`src/ubg_pkg.sv`:
```
// Purpose: Shared constants and types for the serial port control block.
// Assumes: 32-bit AXI4-Lite data, one aligned word per register.
// Notes:   Status and mask registers share the event source layout.
package ubg_pkg;

    // ----------------------------------------------------------------
    // Register map
    // ----------------------------------------------------------------
    localparam int unsigned ADDR_W = 6;
    localparam logic [5:0] OFS_IRQ_EN    = 6'h00;
    localparam logic [5:0] OFS_DIV_LOW   = 6'h04;
    localparam logic [5:0] OFS_DIV_HIGH  = 6'h08;
    localparam logic [5:0] OFS_SCRATCH   = 6'h0C;
    localparam logic [5:0] OFS_MODEM_CTL = 6'h10;
    localparam logic [5:0] OFS_IRQ_IDENT = 6'h14;
    localparam logic [5:0] OFS_PREDIV    = 6'h18;
    localparam logic [5:0] OFS_HIGHSPEED = 6'h1C;
    localparam logic [5:0] OFS_EVT_STAT  = 6'h20;
    localparam logic [5:0] OFS_EVT_MASK  = 6'h24;

    // ----------------------------------------------------------------
    // Fields and reset values
    // ----------------------------------------------------------------
    localparam int unsigned IE_W         = 4;
    localparam int unsigned MCR_W        = 5;
    localparam int unsigned MCR_IRQ_OUT  = 3;
    localparam int unsigned MCR_LOOPBACK = 4;
    localparam int unsigned MCR_RTS      = 1;
    localparam int unsigned MCR_DTR      = 0;
    localparam logic [7:0] RST_DIV_LOW   = 8'h0C;
    localparam logic [7:0] RST_DIV_HIGH  = 8'h00;
    localparam logic [1:0] RESP_OKAY     = 2'h0;
    localparam logic [1:0] RESP_SLVERR   = 2'h2;

    // Identification codes, low nibble of the ident register
    localparam logic [3:0] ID_NONE    = 4'h1;
    localparam logic [3:0] ID_LINE    = 4'h6;
    localparam logic [3:0] ID_RX      = 4'h4;
    localparam logic [3:0] ID_TIMEOUT = 4'hC;
    localparam logic [3:0] ID_TX      = 4'h2;
    localparam logic [3:0] ID_MODEM   = 4'h0;

    // ----------------------------------------------------------------
    // Rates: reference = XTAL_HZ * DEN / NUM, made from CLK_HZ
    // ----------------------------------------------------------------
    localparam logic [31:0] CLK_HZ  = 32'd50_000_000;
    localparam logic [31:0] XTAL_HZ = 32'd24_000_000;
    localparam logic [31:0] PD13_NUM = 32'd13;
    localparam logic [31:0] PD13_DEN = 32'd1;
    localparam logic [31:0] PD1625_NUM = 32'd13;
    localparam logic [31:0] PD1625_DEN = 32'd8;
    localparam logic [31:0] PD1_NUM = 32'd1;
    localparam logic [31:0] PD1_DEN = 32'd1;
    localparam logic [3:0]  OVERSAMPLE_LAST = 4'hF;

    typedef enum logic [1:0] {PREDIV_13, PREDIV_1625, PREDIV_1} ubg_prediv_t;

    // First member is the top bit: rx_ready lands on bit 0
    typedef struct packed {
        logic rx_timeout;
        logic modem_chg;
        logic line_err;
        logic tx_empty;
        logic rx_ready;
    } ubg_src_t;

    typedef struct packed {
        logic        highspeed;
        ubg_prediv_t prediv;
        logic [15:0] divisor;
    } ubg_baud_cfg_t;

endpackage
```
`src/ubg_baud_gen.sv`:
```
// Purpose: Reference clock synthesis, divisor and 16x / bit enables.
// Assumes: Single aclk; ticks are one-cycle enables, never clocks.
// Notes:   Accumulator keeps the mean reference rate exact.
`timescale 1ns/1ps
module ubg_baud_gen
    import ubg_pkg::*;
(
    input  wire logic          aclk,
    input  wire logic          aresetn,
    input  wire ubg_baud_cfg_t cfg,
    output logic               tick16,
    output logic               bit_tick
);
    typedef struct packed {
        logic [31:0] acc;
        logic [15:0] ref_cnt;
        logic [3:0]  sub;
        logic        tick16;
        logic        bit_tick;
    } ubg_bg_state_t;

    ubg_bg_state_t st;
    ubg_bg_state_t next_st;
    logic [31:0]   step;
    logic [31:0]   modulus;
    logic [32:0]   sum;
    logic          ref_tick;
    logic [15:0]   last;

    always_comb begin
        next_st = st;
        next_st.tick16 = 1'b0;
        next_st.bit_tick = 1'b0;
        if (cfg.highspeed || cfg.prediv == PREDIV_1) begin
            step = XTAL_HZ * PD1_DEN;
            modulus = CLK_HZ * PD1_NUM;
        end else if (cfg.prediv == PREDIV_1625) begin
            step = XTAL_HZ * PD1625_DEN;
            modulus = CLK_HZ * PD1625_NUM;
        end else begin
            step = XTAL_HZ * PD13_DEN;
            modulus = CLK_HZ * PD13_NUM;
        end
        sum = {1'b0, st.acc} + {1'b0, step};
        ref_tick = (sum >= {1'b0, modulus});
        next_st.acc = ref_tick ? 32'(sum - {1'b0, modulus}) : sum[31:0];
        last = (cfg.divisor == 16'h0000) ? 16'h0000 : cfg.divisor - 16'h0001;
        if (ref_tick) begin
            // compare, not reload: new divisor acts at once
            if (st.ref_cnt >= last) begin
                next_st.ref_cnt = 16'h0000;
                next_st.tick16 = 1'b1;
                next_st.sub = st.sub + 4'h1;
                next_st.bit_tick = (st.sub == OVERSAMPLE_LAST);
            end else begin
                next_st.ref_cnt = st.ref_cnt + 16'h0001;
            end
        end
    end

    always_ff @(posedge aclk) begin
        if (!aresetn) begin
            st <= '0;
        end else begin
            st <= next_st;
        end
    end

    assign tick16 = st.tick16;
    assign bit_tick = st.bit_tick;
endmodule // ubg_baud_gen

```
`src/ubg_ctrl.sv`:
```
// Purpose: Register file, interrupt gating and baud control of a port.
// Assumes: AXI4-Lite master keeps one write and one read in flight.
// Notes:   Event inputs are one-cycle pulses.
//
// Notes on behaviour
// - Interrupt enable bits 7 to 4 always read as zero.
// - Enable bit 3 lets modem status changes raise the interrupt.
// - Enable bit 2 lets line status errors raise the interrupt.
// - Enable bit 1 lets transmit holding empty raise the interrupt.
// - Enable bit 0 lets receive data ready raise the interrupt.
// - All four enable bits clear means no interrupt at all.
// - Each source but receive timeout, which shares bit 0, is gated by its own enable bit.
// - Normal speed divides 24 MHz by the pre-divider, then by the divisor.
// - Generator output is sixteen times the bit rate for both paths.
// - High speed divides 24 MHz directly by the same divisor.
// - Pre-divider selects 13, 1.625 or 1 per port.
// - Scratch byte stores and returns any byte, no side effect.
// - Modem control bit 3 must also be set to drive the interrupt.
// - Ident reports line, receive, transmit, then modem by priority.
//
// The implementer's own choices: the register addresses and the AXI4-Lite slave port.
`timescale 1ns/1ps
module ubg_ctrl
    import ubg_pkg::*;
(
    input  wire logic              aclk,
    input  wire logic              aresetn,
    // AXI4-Lite write address
    input  wire logic              s_axi_awvalid,
    output logic                   s_axi_awready,
    input  wire logic [ADDR_W-1:0] s_axi_awaddr,
    input  wire logic [2:0]        s_axi_awprot,
    // AXI4-Lite write data
    input  wire logic              s_axi_wvalid,
    output logic                   s_axi_wready,
    input  wire logic [31:0]       s_axi_wdata,
    input  wire logic [3:0]        s_axi_wstrb,
    // AXI4-Lite write response
    output logic                   s_axi_bvalid,
    input  wire logic              s_axi_bready,
    output logic [1:0]             s_axi_bresp,
    // AXI4-Lite read address
    input  wire logic              s_axi_arvalid,
    output logic                   s_axi_arready,
    input  wire logic [ADDR_W-1:0] s_axi_araddr,
    input  wire logic [2:0]        s_axi_arprot,
    // AXI4-Lite read data
    output logic                   s_axi_rvalid,
    input  wire logic              s_axi_rready,
    output logic [31:0]            s_axi_rdata,
    output logic [1:0]             s_axi_rresp,
    // Line datapath side
    input  wire ubg_src_t          src_evt,
    output logic                   baud16_tick,
    output logic                   bit_tick,
    output logic                   rts_n,
    output logic                   dtr_n,
    output logic                   loopback,
    output logic                   irq
);

    // ----------------------------------------------------------------
    // State
    // ----------------------------------------------------------------
    typedef struct packed {
        logic              aw_got;
        logic [ADDR_W-1:0] aw_addr;
        logic              w_got;
        logic [31:0]       w_data;
        logic              w_lane0;
        logic              bvalid;
        logic [1:0]        bresp;
        logic              rvalid;
        logic [31:0]       rdata;
        logic [1:0]        rresp;
        logic [IE_W-1:0]   irq_en;
        logic [7:0]        div_low;
        logic [7:0]        div_high;
        logic [7:0]        scratch;
        logic [MCR_W-1:0]  mcr;
        ubg_prediv_t       prediv;
        logic              highspeed;
        ubg_src_t          status;
        ubg_src_t          mask;
        logic [3:0]        ident;
        logic              irq;
    } ubg_ctrl_state_t;

    ubg_ctrl_state_t st;
    ubg_ctrl_state_t next_st;

    ubg_baud_cfg_t   baud_cfg;
    ubg_src_t        enable_vec;
    ubg_src_t        pending;
    ubg_src_t        w1c;
    logic [3:0]      ident_now;
    logic            wr_fire;
    logic            rd_fire;
    logic            master_en;

    // ----------------------------------------------------------------
    // Helpers
    // ----------------------------------------------------------------
    function automatic logic is_mapped(input logic [ADDR_W-1:0] a);
        // Map is dense and word aligned up to the mask register
        return (a <= OFS_EVT_MASK) && (a[1:0] == 2'b00);
    endfunction

    function automatic logic [31:0] byte_word(input logic [7:0] b);
        return {24'h00_0000, b};
    endfunction

    // ----------------------------------------------------------------
    // Interrupt gating
    // ----------------------------------------------------------------
    always_comb begin
        enable_vec.rx_ready   = st.irq_en[0];
        enable_vec.tx_empty   = st.irq_en[1];
        enable_vec.line_err   = st.irq_en[2];
        enable_vec.modem_chg  = st.irq_en[3];
        // Timeout shares the receive data enable
        enable_vec.rx_timeout = st.irq_en[0];
    end

    assign pending = st.status & enable_vec;
    assign master_en = st.mcr[MCR_IRQ_OUT];

    ubg_irq_prio u_prio (
        .pending (pending),
        .ident   (ident_now)
    );

    // ----------------------------------------------------------------
    // Baud generator
    // ----------------------------------------------------------------
    always_comb begin
        baud_cfg.highspeed = st.highspeed;
        baud_cfg.prediv    = st.prediv;
        baud_cfg.divisor   = {st.div_high, st.div_low};
    end

    ubg_baud_gen u_baud (
        .aclk     (aclk),
        .aresetn  (aresetn),
        .cfg      (baud_cfg),
        .tick16   (baud16_tick),
        .bit_tick (bit_tick)
    );

    // ----------------------------------------------------------------
    // Next state
    // ----------------------------------------------------------------
    assign wr_fire = st.aw_got && st.w_got && !st.bvalid;
    assign rd_fire = s_axi_arvalid && !st.rvalid;

    always_comb begin
        next_st = st;
        w1c = '0;

        // Address and data may arrive in either order
        if (s_axi_awvalid && !st.aw_got && !st.bvalid) begin
            next_st.aw_got  = 1'b1;
            next_st.aw_addr = s_axi_awaddr;
        end
        if (s_axi_wvalid && !st.w_got && !st.bvalid) begin
            next_st.w_got   = 1'b1;
            next_st.w_data  = s_axi_wdata;
            next_st.w_lane0 = s_axi_wstrb[0];
        end

        if (wr_fire) begin
            next_st.aw_got = 1'b0;
            next_st.w_got  = 1'b0;
            next_st.bvalid = 1'b1;
            next_st.bresp  = is_mapped(st.aw_addr) ? RESP_OKAY
                                                   : RESP_SLVERR;
            if (st.w_lane0) begin
                if (st.aw_addr == OFS_IRQ_EN) begin
                    next_st.irq_en = st.w_data[IE_W-1:0];
                end else if (st.aw_addr == OFS_DIV_LOW) begin
                    // takes effect on the next compare
                    next_st.div_low = st.w_data[7:0];
                end else if (st.aw_addr == OFS_DIV_HIGH) begin
                    next_st.div_high = st.w_data[7:0];
                end else if (st.aw_addr == OFS_SCRATCH) begin
                    next_st.scratch = st.w_data[7:0];
                end else if (st.aw_addr == OFS_MODEM_CTL) begin
                    next_st.mcr = st.w_data[MCR_W-1:0];
                end else if (st.aw_addr == OFS_PREDIV) begin
                    // unused code falls back to 13
                    if (st.w_data[1:0] == PREDIV_1625) begin
                        next_st.prediv = PREDIV_1625;
                    end else if (st.w_data[1:0] == PREDIV_1) begin
                        next_st.prediv = PREDIV_1;
                    end else begin
                        next_st.prediv = PREDIV_13;
                    end
                end else if (st.aw_addr == OFS_HIGHSPEED) begin
                    next_st.highspeed = st.w_data[0];
                end else if (st.aw_addr == OFS_EVT_STAT) begin
                    w1c = st.w_data[$bits(ubg_src_t)-1:0];
                end else if (st.aw_addr == OFS_EVT_MASK) begin
                    next_st.mask = st.w_data[$bits(ubg_src_t)-1:0];
                end
            end
        end

        if (st.bvalid && s_axi_bready) begin
            next_st.bvalid = 1'b0;
        end

        if (rd_fire) begin
            next_st.rvalid = 1'b1;
            next_st.rresp  = is_mapped(s_axi_araddr) ? RESP_OKAY
                                                     : RESP_SLVERR;
            if (s_axi_araddr == OFS_IRQ_EN) begin
                next_st.rdata = byte_word({4'h0, st.irq_en});
            end else if (s_axi_araddr == OFS_DIV_LOW) begin
                next_st.rdata = byte_word(st.div_low);
            end else if (s_axi_araddr == OFS_DIV_HIGH) begin
                next_st.rdata = byte_word(st.div_high);
            end else if (s_axi_araddr == OFS_SCRATCH) begin
                next_st.rdata = byte_word(st.scratch);
            end else if (s_axi_araddr == OFS_MODEM_CTL) begin
                next_st.rdata = byte_word({3'h0, st.mcr});
            end else if (s_axi_araddr == OFS_IRQ_IDENT) begin
                next_st.rdata = byte_word({4'h0, st.ident});
            end else if (s_axi_araddr == OFS_PREDIV) begin
                next_st.rdata = byte_word({6'h00, st.prediv});
            end else if (s_axi_araddr == OFS_HIGHSPEED) begin
                next_st.rdata = byte_word({7'h00, st.highspeed});
            end else if (s_axi_araddr == OFS_EVT_STAT) begin
                next_st.rdata = byte_word({3'h0, st.status});
            end else if (s_axi_araddr == OFS_EVT_MASK) begin
                next_st.rdata = byte_word({3'h0, st.mask});
            end else begin
                next_st.rdata = 32'h0000_0000;
            end
        end

        if (st.rvalid && s_axi_rready) begin
            next_st.rvalid = 1'b0;
        end

        // New events win over a clear in the same cycle
        next_st.status = (st.status & ~w1c) | src_evt;

        next_st.ident = ident_now;

        // no enabled source or no master, no interrupt
        next_st.irq = master_en && |(pending & st.mask);
    end

    // ----------------------------------------------------------------
    // Registers
    // ----------------------------------------------------------------
    always_ff @(posedge aclk) begin
        if (!aresetn) begin
            st          <= '0;
            st.div_low  <= RST_DIV_LOW;
            st.div_high <= RST_DIV_HIGH;
            st.prediv   <= PREDIV_13;
            st.ident    <= ID_NONE;
            st.bresp    <= RESP_OKAY;
            st.rresp    <= RESP_OKAY;
        end else begin
            st <= next_st;
        end
    end

    // ----------------------------------------------------------------
    // Outputs
    // ----------------------------------------------------------------
    assign s_axi_awready = !st.aw_got && !st.bvalid;
    assign s_axi_wready  = !st.w_got && !st.bvalid;
    assign s_axi_bvalid  = st.bvalid;
    assign s_axi_bresp   = st.bresp;
    assign s_axi_arready = !st.rvalid;
    assign s_axi_rvalid  = st.rvalid;
    assign s_axi_rdata   = st.rdata;
    assign s_axi_rresp   = st.rresp;

    // Modem pins are active low; loopback forces them inactive
    assign rts_n    = !(st.mcr[MCR_RTS] && !st.mcr[MCR_LOOPBACK]);
    assign dtr_n    = !(st.mcr[MCR_DTR] && !st.mcr[MCR_LOOPBACK]);
    assign loopback = st.mcr[MCR_LOOPBACK];
    assign irq      = st.irq;

endmodule // ubg_ctrl

```
`src/ubg_irq_prio.sv`:
```
// Purpose: Priority encoding of pending, enabled interrupt sources.
// Assumes: Inputs already gated by the per-source enables.
// Notes:   Pure logic; the caller registers the result.
`timescale 1ns/1ps
module ubg_irq_prio
    import ubg_pkg::*;
(
    input  wire ubg_src_t   pending,
    output logic [3:0]      ident
);
    always_comb begin
        if (pending.line_err) begin
            ident = ID_LINE;
        end else if (pending.rx_timeout) begin
            ident = ID_TIMEOUT;
        end else if (pending.rx_ready) begin
            ident = ID_RX;
        end else if (pending.tx_empty) begin
            ident = ID_TX;
        end else if (pending.modem_chg) begin
            ident = ID_MODEM;
        end else begin
            ident = ID_NONE;
        end
    end
endmodule // ubg_irq_prio

```
`config.mk`:
```
export PLATFORM = sky130hd
export DESIGN_NAME = ubg_ctrl
export DESIGN_NICKNAME = d
export VERILOG_FILES = /design/src/ubg_pkg.sv /design/src/ubg_baud_gen.sv /design/src/ubg_ctrl.sv /design/src/ubg_irq_prio.sv
export SDC_FILE = /design/constraint.sdc
export NUM_CORES = 1
export LEC_CHECK = 0
export ABC_AREA = 1
export BUFFER_PORTS_ARGS = -buffer_cell sky130_fd_sc_hd__buf_2
export CELL_PAD_IN_SITES_DETAIL_PLACEMENT = 0
export CELL_PAD_IN_SITES_GLOBAL_PLACEMENT = 1
export CORE_MARGIN = 4
export CORE_UTILIZATION = 44
export CTS_CLUSTER_SIZE = 28
export DETAILED_ROUTE_END_ITERATION = 6
export MAX_ROUTING_LAYER = met4
export PLACE_DENSITY_LB_ADDON = 0.1
export SLEW_MARGIN = 20
export SYNTH_ARGS = -nofsm -noshare
export SYNTH_HDL_FRONTEND = slang
export SYNTH_HIERARCHICAL = 1
export SYNTH_SLANG_ARGS = --single-unit
export TNS_END_PERCENT = 10
```
`constraint.sdc`:
```
create_clock -name aclk -period 7.25 [get_ports aclk]
set_input_delay 0.3625 -clock aclk [delete_from_list [all_inputs] [get_ports aclk]]
set_output_delay 0.3625 -clock aclk [all_outputs]
set_load 0.03 [all_outputs]
```
After elaboration in Yosys (flattened, before gate mapping)
Cells that the tools add are included.
{"block": "word_totals", "ramBits": 0, "regBits": 160, "output_inout_bits": 47, "n_memories": 0, "input_bits": 66, "wordCells": 161, "romBits": 0, "latchBits": 0}
{"block": "op_classes", "reduce_logical": 45, "mux": 36, "n_shift": 0, "magnitude_cmp": 4, "multipliers": 0, "n_eq_ne": 22, "bitwise_logic": 14, "add_sub_neg": 5, "div": 0}
{"op": "$mux W5", "count": 16}
{"op": "$mux W32", "count": 2}
{"op": "$eq A6 B5 Y1 const B", "count": 7}
{"op": "$add A32 B32 Y33", "count": 1}
{"op": "$ge A33 B30 Y1", "count": 1}
{"op": "$mux W16", "count": 2}
{"op": "$mux W8", "count": 4}
{"op": "$sub A32 B30 Y32", "count": 1}
{"op": "$mux W30", "count": 1}
{"op": "$mux W28", "count": 1}
{"op": "$eq A6 B4 Y1 const B", "count": 4}
{"op": "$eq A6 B6 Y1 const B", "count": 4}
{"op": "$add A16 B1 Y16 const B", "count": 1}
{"op": "$ge A16 B16 Y1", "count": 1}
{"op": "$logic_and A1 B1 Y1", "count": 16}
{"op": "$logic_not A16 Y1", "count": 1}
{"op": "$sub A16 B1 Y16 const B", "count": 1}
{"op": "$and A5 B5 Y5", "count": 3}
{"op": "$eq A6 B3 Y1 const B", "count": 2}
{"op": "$le A6 B6 Y1 const B", "count": 2}
{"op": "$logic_not A6 Y1", "count": 2}
{"op": "$mux W4", "count": 3}
{"op": "$reduce_and A11 Y1", "count": 1}
{"op": "$mux W2", "count": 5}
{"op": "22 further kinds", "count": 44}

Depth between registers and ports, before layout
Gate-level depths: netlist (run 1).
{"block": "logic_depth", "word_depth": 14, "mapped_depth": 26, "mapped_depth_nobuf": 26}

Cells and area by module
Netlist (run 1), hierarchy kept.
{"mod": "ubg_baud_gen", "seq_area_each_um2": 940.9, "instances": 1, "area_each_um2": 5013.6, "cells_per_inst": 881}
{"mod": "ubg_ctrl", "seq_area_each_um2": 1601.5, "instances": 1, "area_each_um2": 3734.8, "cells_per_inst": 511}
{"mod": "ubg_irq_prio", "seq_area_each_um2": 0.0, "instances": 1, "area_each_um2": 48.8, "cells_per_inst": 11}

Worst setup path after synthesis (run 1)
No wires, ideal clock.
{"block": "synth_timing", "path_kind": "reg-to-reg", "startpoint": "reg st (netlist bit baud_cfg[17])", "endpoint": "reg u_baud/st[48] (netlist name)", "setup_ns": 0.071, "t_arrival_ns": 3.394, "path_stages_with_launch": 25, "path_buffers": 1, "setup_slack_ns": 3.785, "cell_sequence": "dfxtp_1 > inv_2 > nand3_4 > ha_1 > inv_1 > fa_1 > inv_1 > nand2_1 > a21oi_1 > xnor2_1 > ha_1 > a21oi_1 > nand3_1 > nor2_1 > inv_1 > nand2_1 > nand2_1 > nand4_1 > nand2_1 > nand2_1 > nand3_4 > inv_2 > buf_4 > nand2_1 > a21oi_1"}
{"block": "synth_between", "elab_chain_cells": 6, "elab_cells_between_ends": 10}
{"element": "from (decl)", "line_no": "ubg_ctrl.sv:89", "source": "ubg_ctrl_state_t st;"}
{"element": "from (signal assigned)", "line_no": "ubg_ctrl.sv:267", "source": "st <= next_st;"}
{"element": "$eq A2 B1 Y1 / $eq A2 B2 Y1 (equally long branches)", "line_no": "ubg_baud_gen.sv:37, ubg_baud_gen.sv:34"}
{"element": "$mux W28 / $logic_or A1 B1 Y1 (equally long branches)", "line_no": "ubg_baud_gen.sv:37, ubg_baud_gen.sv:34"}
{"element": "$mux W32", "line_no": "ubg_baud_gen.sv:34", "source": "if (cfg.highspeed || cfg.prediv == PREDIV_1) begin"}
{"element": "$add A32 B32 Y33", "line_no": "ubg_baud_gen.sv:44", "source": "sum = {1'b0, st.acc} + {1'b0, step};"}
{"element": "$sub A32 B30 Y32 / $ge A33 B30 Y1 (equally long branches)", "line_no": "ubg_baud_gen.sv:46, ubg_baud_gen.sv:45"}
{"element": "$mux W32 *", "line_no": "ubg_baud_gen.sv:46", "source": "next_st.acc = ref_tick ? 32'(sum - {1'b0, modulus}) : sum[31:0];"}
{"element": "to (signal assigned)", "line_no": "ubg_baud_gen.sv:65", "source": "st <= next_st;"}
{"element": "to (decl)", "line_no": "ubg_baud_gen.sv:22", "source": "ubg_bg_state_t st;"}
Mark *: on every way between the ends. The rest lies on a longest branch, timed or not.
A chain may end at the register's enable or synchronous reset.

Worst setup path in the final report (run 1)
{"block": "layout_timing", "startpoint": "reg st (netlist bit baud_cfg[18])", "endpoint": "reg u_baud/st[7] (netlist name)"}
{"block": "layout_between", "elab_chain_cells": 4, "elab_cells_between_ends": 5}
{"element": "$logic_or A1 B1 Y1 *", "line_no": "ubg_baud_gen.sv:34"}
{"element": "$mux W32", "line_no": "ubg_baud_gen.sv:34"}
{"element": "$add A32 B32 Y33", "line_no": "ubg_baud_gen.sv:44"}
{"element": "$ge A33 B30 Y1 *", "line_no": "ubg_baud_gen.sv:45", "source": "ref_tick = (sum >= {1'b0, modulus});"}
Marked as above.

==> reports/qor.log, run 1 <==
qor: critical_path.crit_end u_baud/st[7]
qor: critical_path.timing.critical_path.mode_cell nand2_1
qor: synth.synth_area 0.00880 mm2
qor: sta.final_min_period_over_clock_period 72.7%
qor: critical_path.worst-path-stages 24
qor: cells_and_area.multiInputGateArea 0.00524 mm2
qor: global_route.grt_pass1_vias 8026
qor: clock_network.cts_max_level 4
qor: critical_path.cpMaxStageDelayCell inv_2
qor: synth.synth_enable_flop_cells 0
qor: sta.hold_slack 117 ps
qor: synth.synth_commonest_cells 355 x nand2_1, 173 x inv_1, 166 x nor2_1
qor: global_route.grt_remaining_overflow 0
qor: critical_path.crit_path_start_kind flip-flop
qor: route.routed-via-count 8482
qor: power.cellLeakagePower 4.56 nW
qor: die.core.rowCount 51
qor: cells_and_area.area.sequential 0.00254 mm2
qor: power.max_ir_drop_vdd 0.188 mV
qor: clock_network.tritoncts_num_sinks 127
qor: sta.worst_clock_skew 10.7 ps
qor: route.drt-vias-per-instance 4.94
qor: cells_and_area.post_route_cells_drive_above_1_share 9.78%
qor: clock_network.cts_tree done
qor: synth.cell_with_the_most_instances_after_synthesis nand2_1
qor: sta.final_hold_viol_count 0
qor: critical_path.regToRegEndpoint u_baud/st[7]
qor: route.drt_pre_antenna_iters 5
qor: clock_network.clkTransAtPathRegs 70 ps
qor: critical_path.critical_path.startpoint baud_cfg[18]
qor: global_route.grt_util_all_layers 23.3%
qor: hold_path.hold_path.class primary input to flip-flop
qor: placed_design.post_dp_cell_area 0.00909 mm2
qor: synth.largest_cells_by_area_after_synthesis dfxtp_1 29%, nand2_1 15%, a21oi_1 7.7%
qor: global_route.global_route_wire_length_before_repair 40700 um
qor: sta.max_slew.worst_pin.slew 984 ps
qor: critical_path.crit_path_max_incr_delay 700 ps
qor: clock_network.post_cts.resized_instances 0
qor: flow_run.number_of_max_cap_violations 0
qor: clock_network.clock_path_buffers 2
qor: clock_network.postCtsHoldBufs 0
qor: critical_path.worst_reg2reg_path_startpoint baud_cfg[18]
qor: route.drt-total-wl 24500 um
qor: synth.sequential_share_of_the_synthesized_area 28.9%
qor: route.ant_nets 0
qor: cells_and_area.final_design_area_no_fill 0.00967 mm2
qor: synth.async_flop_share 0%
qor: critical_path.worstSetupPathType flip-flop to flip-flop
qor: synth.primary_ff_master_synth dfxtp_1
qor: synth.yosys_warnings 6
qor: clock_network.clock_latency 430 ps
qor: critical_path.crit_chain inv_2 -> nand3_4 -> ha_1 -> inv_1 -> fa_1 -> inv_1 -> nand2_1 -> a21oi_1 -> xnor2_1 -> ha_1 -> a21oi_1 -> nand3_1 -> nor2_1 -> inv_1 -> nand2_1 -> nand2_1 -> nand4_1 -> nand2_1 -> nand2_1 -> nand3_4 -> inv_2 -> nand2_1 -> nand2_1 -> nor2_1
qor: sta.finalSetupViolations 0
qor: clock_network.post_cts_buffers 0
qor: critical_path.required 7530 ps
qor: synth.synth_seq_cells 127
qor: synth.synth_largest_type_area_fraction 28.9%
qor: critical_path.logic_depth_of_the_worst_register_to_register_path 24
qor: clock_network.cts_inserted_buffers 17
qor: route.drt_drc_violations_left 0
qor: critical_path.reg2reg_setup_slack 1980 ps
qor: run_status.outcome completed
qor: critical_path.timing.critical_path.fanout_max 55
qor: critical_path.critical_path.endpoint_type flip-flop
qor: critical_path.timing.critical_path.max_delay_family simple AND/OR/NAND/NOR gates
qor: cells_and_area.diodes 0
qor: sta.achievable-frequency 0.190 GHz
qor: synth.synthesized_netlist_cell_count 1403
qor: route.detail_route.wl_per_cell 14.2 um
qor: die.chipWidth 149 um
qor: global_route.initial_antenna_violation_count 0
qor: placed_design.detailed_place_hpwl 18300 um
qor: critical_path.path_buf_inv 5
qor: global_route.grt_start_max_net_pins 84
qor: cells_and_area.fillers 2125
qor: critical_path.critPathArrivalTime 5550 ps
qor: die.core_area 0.0196 mm2
qor: synth.synthDominantAreaCellType dfxtp_1
qor: die.initial_utilization 44.9%
qor: die.design.portCount 113
qor: placed_design.numPortBuffers 53
qor: route.drtIter0Drc 428
qor: sta.fin_tns_setup 0 ps
qor: power.cellPowerDensity 328 mW/mm2
qor: cells_and_area.final_nets 1541
qor: sta.finalMaxSlewViolations 0
qor: clock_network.clk_root_buffer_cell clkbuf_16
qor: sta.setup_repair_after_global_routing_missed_its_margin false
qor: synth.synth.distinct_cells 46
qor: cells_and_area.layout-area-overhead-vs-synth 9.94%
qor: synth.synth.avg_cell_area 6.27 um2
qor: die.height_of_the_chip 149 um
qor: sta.timing.final.crit_period 5270 ps
qor: placed_design.routabilityCongestion 0.920
qor: sta.slew-limit-headroom 34.0%
qor: die.floorplan.die_area 0.0223 mm2
-- registers in the layout (all words and copies together) (netlist names) --
name	count
s_axi_bvalid	1
s_axi_rdata	8
irq	1
u_baud/st	45
baud_cfg	19
loopback	1
u_baud/tick16	1
s_axi_rresp	1
u_baud/bit_tick	1
s_axi_rvalid	1
st	42
master_en	1
s_axi_bresp	1
enable_vec	4
-- cells by family (layout without fill, tap and decap cells) --
family	Yosys count	in the layout	synth area share (%)
buf+inv	251	275	12.7
xor+xnor	35	35	3.48
fa+ha+maj	36	36	5.21
compound gates	236	236	14.1
simple gates	717	717	35.6
flops	127	127	28.9
other cells	1	26	0.0426
-- per-stage QoR --
step | setup WS, ps | cells | power (W) | util (%)
global route | 1440 | 1717 | 0.00344 | 49.4
CTS | 1950 | 1717 | 0.00318 | 49.4
detailed placement | 1990 | 1685 | 0.00232 | 46.4
finish | 1980 | 1717 | 0.00317 | 49.4
floorplan | 3780 | 1428 | 0.00200 | -
global placement | 1980 | 1685 | 0.00232 | 46.4
-- layout by cell type (no fill, tap or decap), types with 17 or more instances in the layout --
master | synthesis | final
nand2_1 | 355 | 355
inv_1 | 173 | 173
nor2_1 | 166 | 166
a21oi_1 | 135 | 135
dfxtp_1 | 127 | 127
nand3_1 | 94 | 94
o21ai_0 | 65 | 65
buf_2 | 2 | 53
ha_1 | 35 | 35
nand4_1 | 33 | 33
xor2_1 | 27 | 27
conb_1 | 1 | 26
clkbuf_16 | 0 | 17
nor3_1 | 17 | 17
-- worst min-delay path by stage --
stage                 startpoint      endpoint  slack [ps]  cells past startpoint
global route        s_axi_bready  s_axi_bvalid         110                      2
finish              s_axi_bready  s_axi_bvalid         120                      2
floorplan                st[123]       st[123]         420                      2
detailed placement       st[124]       st[124]         440                      2
CTS                 s_axi_bready  s_axi_bvalid         100                      2
global placement         st[124]       st[124]         430                      2
-- area by class of cell --
cell class | instances | area share (%)
sequential | 127 | 26.3
tap | 265 | 3.43
clock inverter | 14 | 1.46
inverter | 189 | 7.34
multi-input combinational | 1050 | 54.1
clock buffer | 18 | 4.54
timing repair buffer | 54 | 2.82
-- power by group --
part	total (W)	switching (W)	internal [W]
Sequential	0.000852	0.0000708	0.000781
Clock	0.000849	0.000384	0.000465
Combinational	0.00147	0.00103	0.000435
Total	0.00317	0.00149	0.00168
-- metal layers --
| metal | GRT usage, % | vias up | share of wire [%] |
|---|---|---|---|
| met1 | 30.5 | 3745 | 49 |
| met4 | 5.86 | 0 | 1.5 |
| met2 | 37.5 | 159 | 46 |
| li1 | - | 4550 | - |
| met3 | 3.92 | 28 | 3.4 |
| met5 | - | - | 0 |
No activity file was read; power rests on OpenSTA's default activity.
==> run 2, diff against run 1 <==
Settings changed: CORE_UTILIZATION 44 to 41.
Clock period 7.25 ns to 5.35 ns, I/O delays scaled along.
==> reports/qor.log, run 2 (synthesis results as in run 1) <==
qor: critical_path.critical_path.endpoint_type flip-flop
qor: placed_design.numPortBuffers 53 [unchanged]
qor: clock_network.tritoncts_num_sinks 127 [unchanged]
qor: sta.achievable-frequency 0.219 GHz [+16%]
qor: die.floorplan.die_area 0.0239 mm2 [+6.9%]
qor: clock_network.cts_tree done
qor: die.height_of_the_chip 154 um [+3.4%]
qor: global_route.grt_remaining_overflow 0 [unchanged]
qor: global_route.grt_pass1_vias 8272 [+3.1%]
qor: power.power.share.clock 27.0% [+0.2 points]
qor: critical_path.crit_path_start_kind flip-flop
qor: cells_and_area.post_route_cells_drive_above_1_share 9.97% [+0.19 points]
qor: placed_design.post-place-cells 1699 [+0.83%]
qor: critical_path.required 5710 ps [-1820 ps]
qor: sta.setup_repair_after_global_routing_missed_its_margin false
qor: route.drt-vias-per-instance 5.05 [+2.3%]
qor: placed_design.detailedPlace.worstSlack 735 ps [-1250 ps]
qor: clock_network.post_cts_buffers 0 [unchanged]
qor: hold_path.hold_path.class primary input to flip-flop
qor: sta.hold_slack 17.1 ps [-99.5 ps]
qor: die.design.portCount 113 [unchanged]
qor: critical_path.path_buf_inv 6 [+1]
qor: clock_network.clock_latency 420 ps [about the same]
qor: clock_network.cts_max_level 4 [unchanged]
qor: route.drt-total-wl 25500 um [+4.2%]
qor: critical_path.timing.critical_path.mode_cell nand2_1
qor: cells_and_area.final_cell_mix 355 x nand2_1, 173 x inv_1, 166 x nor2_1
qor: global_route.global_route_wire_length_before_repair 42100 um [+3.4%]
qor: critical_path.critical_path.startpoint baud_cfg[18]
qor: sta.max_slew.worst_pin.slew 992 ps [+8.54 ps]
qor: clock_network.cts_inserted_buffers 17 [unchanged]
qor: power.p_sw_share 45.9% [-1.0 points]
qor: placed_design.post_dp_cell_area 0.00915 mm2 [+0.61%]
qor: clock_network.postCtsHoldBufs 0 [unchanged]
qor: route.detail_route.wl_per_cell 14.7 um [+3.4%]
qor: flow_run.number_of_max_cap_violations 0 [unchanged]
qor: sta.fin_tns_setup 0 ps [unchanged]
qor: route.routed-via-count 8745 [+3.1%]
qor: critical_path.cpMaxStageDelayCell fa_1
qor: die.core.rowCount 53 [+3.9%]
qor: route.drt_drc_violations_left 0 [unchanged]
qor: critical_path.reg2reg_setup_slack 790 ps [-1190 ps]
qor: global_route.initial_antenna_violation_count 0 [unchanged]
qor: cells_and_area.largest_reg_flops 45 [unchanged]
qor: placed_design.routabilityCongestion 0.892 [-3.1%]
qor: sta.final_min_period_over_clock_period 85.2% [+13 points]
qor: global_route.grt_util_all_layers 22.3% [-0.92 points]
qor: power.cellLeakagePower 4.59 nW [+0.65%]
qor: cells_and_area.fillers 2288 [+7.7%]
qor: clock_network.clk_root_buffer_cell clkbuf_16
qor: die.core_area 0.0211 mm2 [+7.6%]
qor: cells_and_area.largest_register_by_flop_count u_baud/st
qor: global_route.grt_start_max_net_pins 63 [-25%]
qor: critical_path.critPathArrivalTime 4920 ps [-630 ps]
qor: sta.timing.final.ws_setup 792 ps [-1190 ps]
qor: run_status.outcome completed
qor: clock_network.clock_path_buffers 2 [unchanged]
qor: cells_and_area.final_nets 1545 [+0.26%]
qor: cells_and_area.final_design_area_no_fill 0.00973 mm2 [+0.61%]
qor: cells_and_area.finish.cell_count_without_fillers 1730 [+0.76%]
qor: die.initial_utilization 41.7% [-3.2 points]
qor: route.ant_nets 0 [unchanged]
qor: route.drtIter0Drc 504 [+18%]
qor: power.comb_power_share 46.8% [+0.5 points]
qor: sta.finalMaxSlewViolations 0 [unchanged]
qor: power.cellPowerDensity 452 mW/mm2 [+38%]
qor: critical_path.timing.critical_path.fanout_max 23 [-58%]
qor: die.chipWidth 154 um [+3.4%]
qor: route.drt_pre_antenna_iters 5 [unchanged]
qor: placed_design.detailed_place_hpwl 19300 um [+5.3%]
qor: power.max_ir_drop_vdd 0.277 mV [+47%]
qor: sta.finalSetupViolations 0 [unchanged]
qor: power.seq_power_share 26.2% [-0.7 points]
qor: sta.final_hold_viol_count 0 [unchanged]
qor: cells_and_area.layout-area-overhead-vs-synth 10.6%
qor: critical_path.timing.critical_path.max_delay_family simple AND/OR/NAND/NOR gates
qor: clock_network.post_cts.resized_instances 0 [unchanged]
qor: power.net-switching-power 0.00202 W [+36%]
qor: critical_path.worstSetupPathType flip-flop to flip-flop
qor: sta.slew-limit-headroom 33.4% [-0.57 points]
qor: critical_path.crit_path_max_incr_delay 470 ps [-230 ps]
qor: cells_and_area.layout_commonest_cell nand2_1
qor: sta.timing.final.crit_period 4560 ps [-711 ps]
qor: cells_and_area.diodes 0 [unchanged]
qor: sta.worst_clock_skew 10.4 ps [-0.299 ps]
qor: critical_path.worst_reg2reg_path_startpoint baud_cfg[18]
qor: power.p_int 0.00238 W [+42%]
qor: hold_path.hold_start s_axi_bready
qor: clock_network.clkTransAtPathRegs 60 ps [about the same]
-- run 2: changes by cell type in the layout (fill, tap and decap cells not counted), sizes merged --
cell / before / now
clkbuf: 18 / 17
buf: 54 / 58
clkinv: 6 / 8
inv: 194 / 190
bufinv: 0 / 2
-- run 2: per-layer routing --
metal	GRT usage (%)	part of all wire (%)	vias to the layer above
met3	3.58	3.9	32
met4	5.34	1.8	0
met2	36.0	46	197
met1	29.5	48	3950
li1	-	-	4566
met5	-	0	-
-- run 2: layout make-up --
cell class / instances / area, um2 / area share (%)
clock buffers: 17 / 425 / 4.37
clock inverters: 14 / 159 / 1.63
inverters: 189 / 709 / 7.29
multi-input cells: 1050 / 5240 / 53.8
flip-flops and latches: 127 / 2540 / 26.1
well taps: 275 / 344 / 3.54
repair buffers: 58 / 315 / 3.24
-- run 2: path summary, 6_finish.rpt --
kind | to | depth (start not counted)
max | u_baud/st[41] | 26
min | s_axi_bvalid | 2
max reg2reg | u_baud/st[41] | 26
min reg2reg | st[124] | 2
-- run 2: stage by stage --
step	power, W	utilization [%]
2_1_floorplan	0.00271	-
3_3_place_gp	0.00322	43.4
3_5_place_dp	0.00322	43.4
4_1_cts	0.00443	46.1
5_1_grt	0.00478	46.1
6_report	0.00440	46.1
-- run 2: power groups by stage --
stage          Combinational [W]  Clock [W]  Sequential (W)
5_1_grt                  0.00237    0.00125         0.00117
3_5_place_dp             0.00205          0         0.00117
4_1_cts                  0.00206    0.00121         0.00115
6_report                 0.00206    0.00119         0.00115
3_3_place_gp             0.00205          0         0.00117
2_1_floorplan            0.00157          0         0.00114
==> run 3, diff against run 2 <==
Clock period 5.35 ns to 5.1 ns, I/O delays scaled along.
==> reports/qor.log, run 3 (synthesis results as in run 1) <==
qor: die.design.portCount 113 [unchanged]
qor: global_route.grt_util_all_layers 21.9% [-0.42 points]
qor: power.cellPowerDensity 470 mW/mm2 [+3.8%]
qor: critical_path.crit_path_start_kind flip-flop
qor: critical_path.critical_path.startpoint baud_cfg[18]
qor: sta.final_min_period_over_clock_period 87.9% [+2.8 points]
qor: clock_network.clk_root_buffer_cell clkbuf_16
qor: placed_design.detailed_place_hpwl 19100 um [-1.2%]
qor: route.drt_drc_violations_left 3 [+3]
qor: power.cellLeakagePower 4.59 nW [about the same]
qor: clock_network.clock_path_buffers 2 [unchanged]
qor: cells_and_area.layout_commonest_cell nand2_1
qor: placed_design.numPortBuffers 53 [unchanged]
qor: clock_network.clkTransAtPathRegs 60 ps [about the same]
qor: clock_network.cts_inserted_buffers 17 [unchanged]
qor: clock_network.cts_tree done
qor: route.met1_layer_wirelength_in_the_final_routing 12400 um [+1.4%]
qor: hold_path.hold_path.class primary input to flip-flop
qor: route.drt-total-wl 25100 um [-1.4%]
qor: placed_design.routabilityCongestion 0.921 [+3.3%]
qor: clock_network.clock_latency 430 ps [about the same]
qor: flow_run.number_of_max_cap_violations 0 [unchanged]
qor: route.detailroute.wirelength.met3 806 um [-19%]
qor: clock_network.cts_max_level 4 [unchanged]
qor: clock_network.tritoncts_num_sinks 127 [unchanged]
qor: route.top_layer_used met4
qor: die.chipWidth 154 um [unchanged]
qor: sta.timing.final.crit_period 4490 ps [-72.5 ps]
qor: die.core.rowCount 53 [unchanged]
qor: run_status.failed_checks DRC
qor: critical_path.critPathArrivalTime 4770 ps [-150 ps]
qor: route.detail_route.wl_per_cell 14.5 um [-1.7%]
qor: critical_path.worstSetupPathType flip-flop to flip-flop
qor: sta.setup_repair_after_global_routing_missed_its_margin false
qor: sta.worst_clock_skew 12.8 ps [+2.39 ps]
qor: critical_path.regToRegEndpoint u_baud/st[7]
qor: cells_and_area.largest_reg_flops 45 [unchanged]
qor: clock_network.post_cts_buffers 0 [unchanged]
qor: sta.hold_slack 65.1 ps [+48.1 ps]
qor: power.max_ir_drop_vdd 0.261 mV [-5.8%]
qor: critical_path.required 5380 ps [-330 ps]
qor: global_route.global_route_wire_length_before_repair 41700 um [-1.1%]
qor: route.ant_nets 0 [unchanged]
qor: route.drtIter0Drc 561 [+11%]
qor: power.post-layout-total-power 0.00457 W [+3.9%]
qor: die.floorplan.die_area 0.0239 mm2 [unchanged]
qor: critical_path.logic_depth_of_the_worst_register_to_register_path 23 [-12%]
qor: cells_and_area.diodes 0 [unchanged]
qor: global_route.grt_pass1_vias 8232 [-0.48%]
qor: route.drt_pre_antenna_iters 7 [+2]
qor: sta.finalSetupViolations 0 [unchanged]
qor: cells_and_area.post_route_cells_drive_above_1_share 10.1% [+0.11 points]
qor: critical_path.reg2reg_setup_slack 610 ps [-180 ps]
qor: die.core_area 0.0211 mm2 [unchanged]
qor: die.initial_utilization 41.7% [unchanged]
qor: sta.timing.final.ws_setup 615 ps [-178 ps]
qor: run_status.outcome finished with violations
qor: global_route.grt_start_max_net_pins 66 [+4.8%]
qor: critical_path.critical_path.endpoint_type flip-flop
qor: critical_path.crit_end u_baud/st[7]
qor: critical_path.worst_reg2reg_path_startpoint baud_cfg[18]
qor: sta.slew-limit-headroom 32.8% [-0.61 points]
qor: placed_design.detailedPlace.worstSlack 640 ps [-95.0 ps]
qor: sta.finalMaxSlewViolations 0 [unchanged]
qor: sta.achievable-frequency 0.223 GHz [+1.6%]
qor: critical_path.timing.critical_path.fanout_max 25 [+8.7%]
qor: sta.max_slew.worst_pin.slew 1000 ps [+9.06 ps]
qor: global_route.grt_remaining_overflow 0 [unchanged]
qor: cells_and_area.fillers 2285 [-0.13%]
qor: cells_and_area.largest_register_by_flop_count u_baud/st
qor: route.routed-via-count 8655 [-1.0%]
qor: route.drt-vias-per-instance 4.99 [-1.3%]
qor: sta.final_hold_viol_count 0 [unchanged]
qor: route.dr_wl_met2 11600 um [-1.7%]
qor: global_route.initial_antenna_violation_count 0 [unchanged]
qor: die.height_of_the_chip 154 um [unchanged]
qor: cells_and_area.layout-area-overhead-vs-synth 10.7% [about the same]
qor: sta.fin_tns_setup 0 ps [unchanged]
qor: cells_and_area.final_nets 1548 [+0.19%]
qor: cells_and_area.final_cell_mix 355 x nand2_1, 173 x inv_1, 166 x nor2_1
[run 3: worst min path at each step]
stage	start	to	slack (ps)	depth (start not counted)
6_report	src_evt[4]	st[14]	70	3
5_1_grt	src_evt[1]	st[11]	90	3
3_3_place_gp	st[124]	st[124]	430	2
4_1_cts	src_evt[4]	st[14]	50	3
2_1_floorplan	s_axi_bready	s_axi_bvalid	350	1
3_5_place_dp	st[123]	st[123]	440	2
[run 3: layout make-up]
| type | count | area, um2 | area share (%) |
|---|---|---|---|
| Clock buffer | 18 | 429 | 4.41 |
| Clock inverter | 14 | 134 | 1.38 |
| Inverter | 189 | 709 | 7.29 |
| Multi-Input combinational cell | 1050 | 5240 | 53.8 |
| Sequential cell | 127 | 2540 | 26.1 |
| Tap cell | 275 | 344 | 3.53 |
| Timing Repair Buffer | 61 | 340 | 3.50 |
[run 3: worst max-delay path: stages, from the launching register on]
cell     delay, ps
dfxtp_1        350
inv_2          190
nand3_4        250
ha_1           460
nand2_1        110
nor2_1         240
inv_1          100
nor2_1         160
nand3_1        150
nand3_1        120
nand2_1         90
a21oi_1        210
xor2_1         120
ha_1           400
inv_1           90
nor2_1         260
nand2_1         80
nor2_1         100
nand2_1         90
nand3_4        180
buf_4          310
o21ai_0        130
nand2_1        110
nor2_1          40
[run 3: report_power, final]
part / total, W / leakage [nW] / switching [W] / internal (W)
Clock: 0.00119 / 0.266 / 0.000513 / 0.000679
Combinational: 0.00217 / 3.29 / 0.00151 / 0.000665
Sequential: 0.00121 / 1.04 / 0.0000978 / 0.00111
[run 3: through the flow]
step           area [um2]  utilization (%)  instances
2_1_floorplan        8890                -       1428
3_3_place_gp         9160             43.4       1701
3_5_place_dp         9160             43.4       1701
4_1_cts              9730             46.2       1734
5_1_grt              9730             46.2       1734
6_report             9730             46.2       1734
[run 3: routing by layer]
metal  global-route usage, %  vias up
li1                        -     4571
met1                    29.2     3894
met2                    35.9      165
met3                    2.29       25
met4                    5.42        0
met5                       -        -
[run 3: timing repair]
item / 4_1_cts / 5_1_grt
endpoints found under the hold margin: 1 / 0
gates resized for setup: 0 / 0
hold buffers: 1 / 0
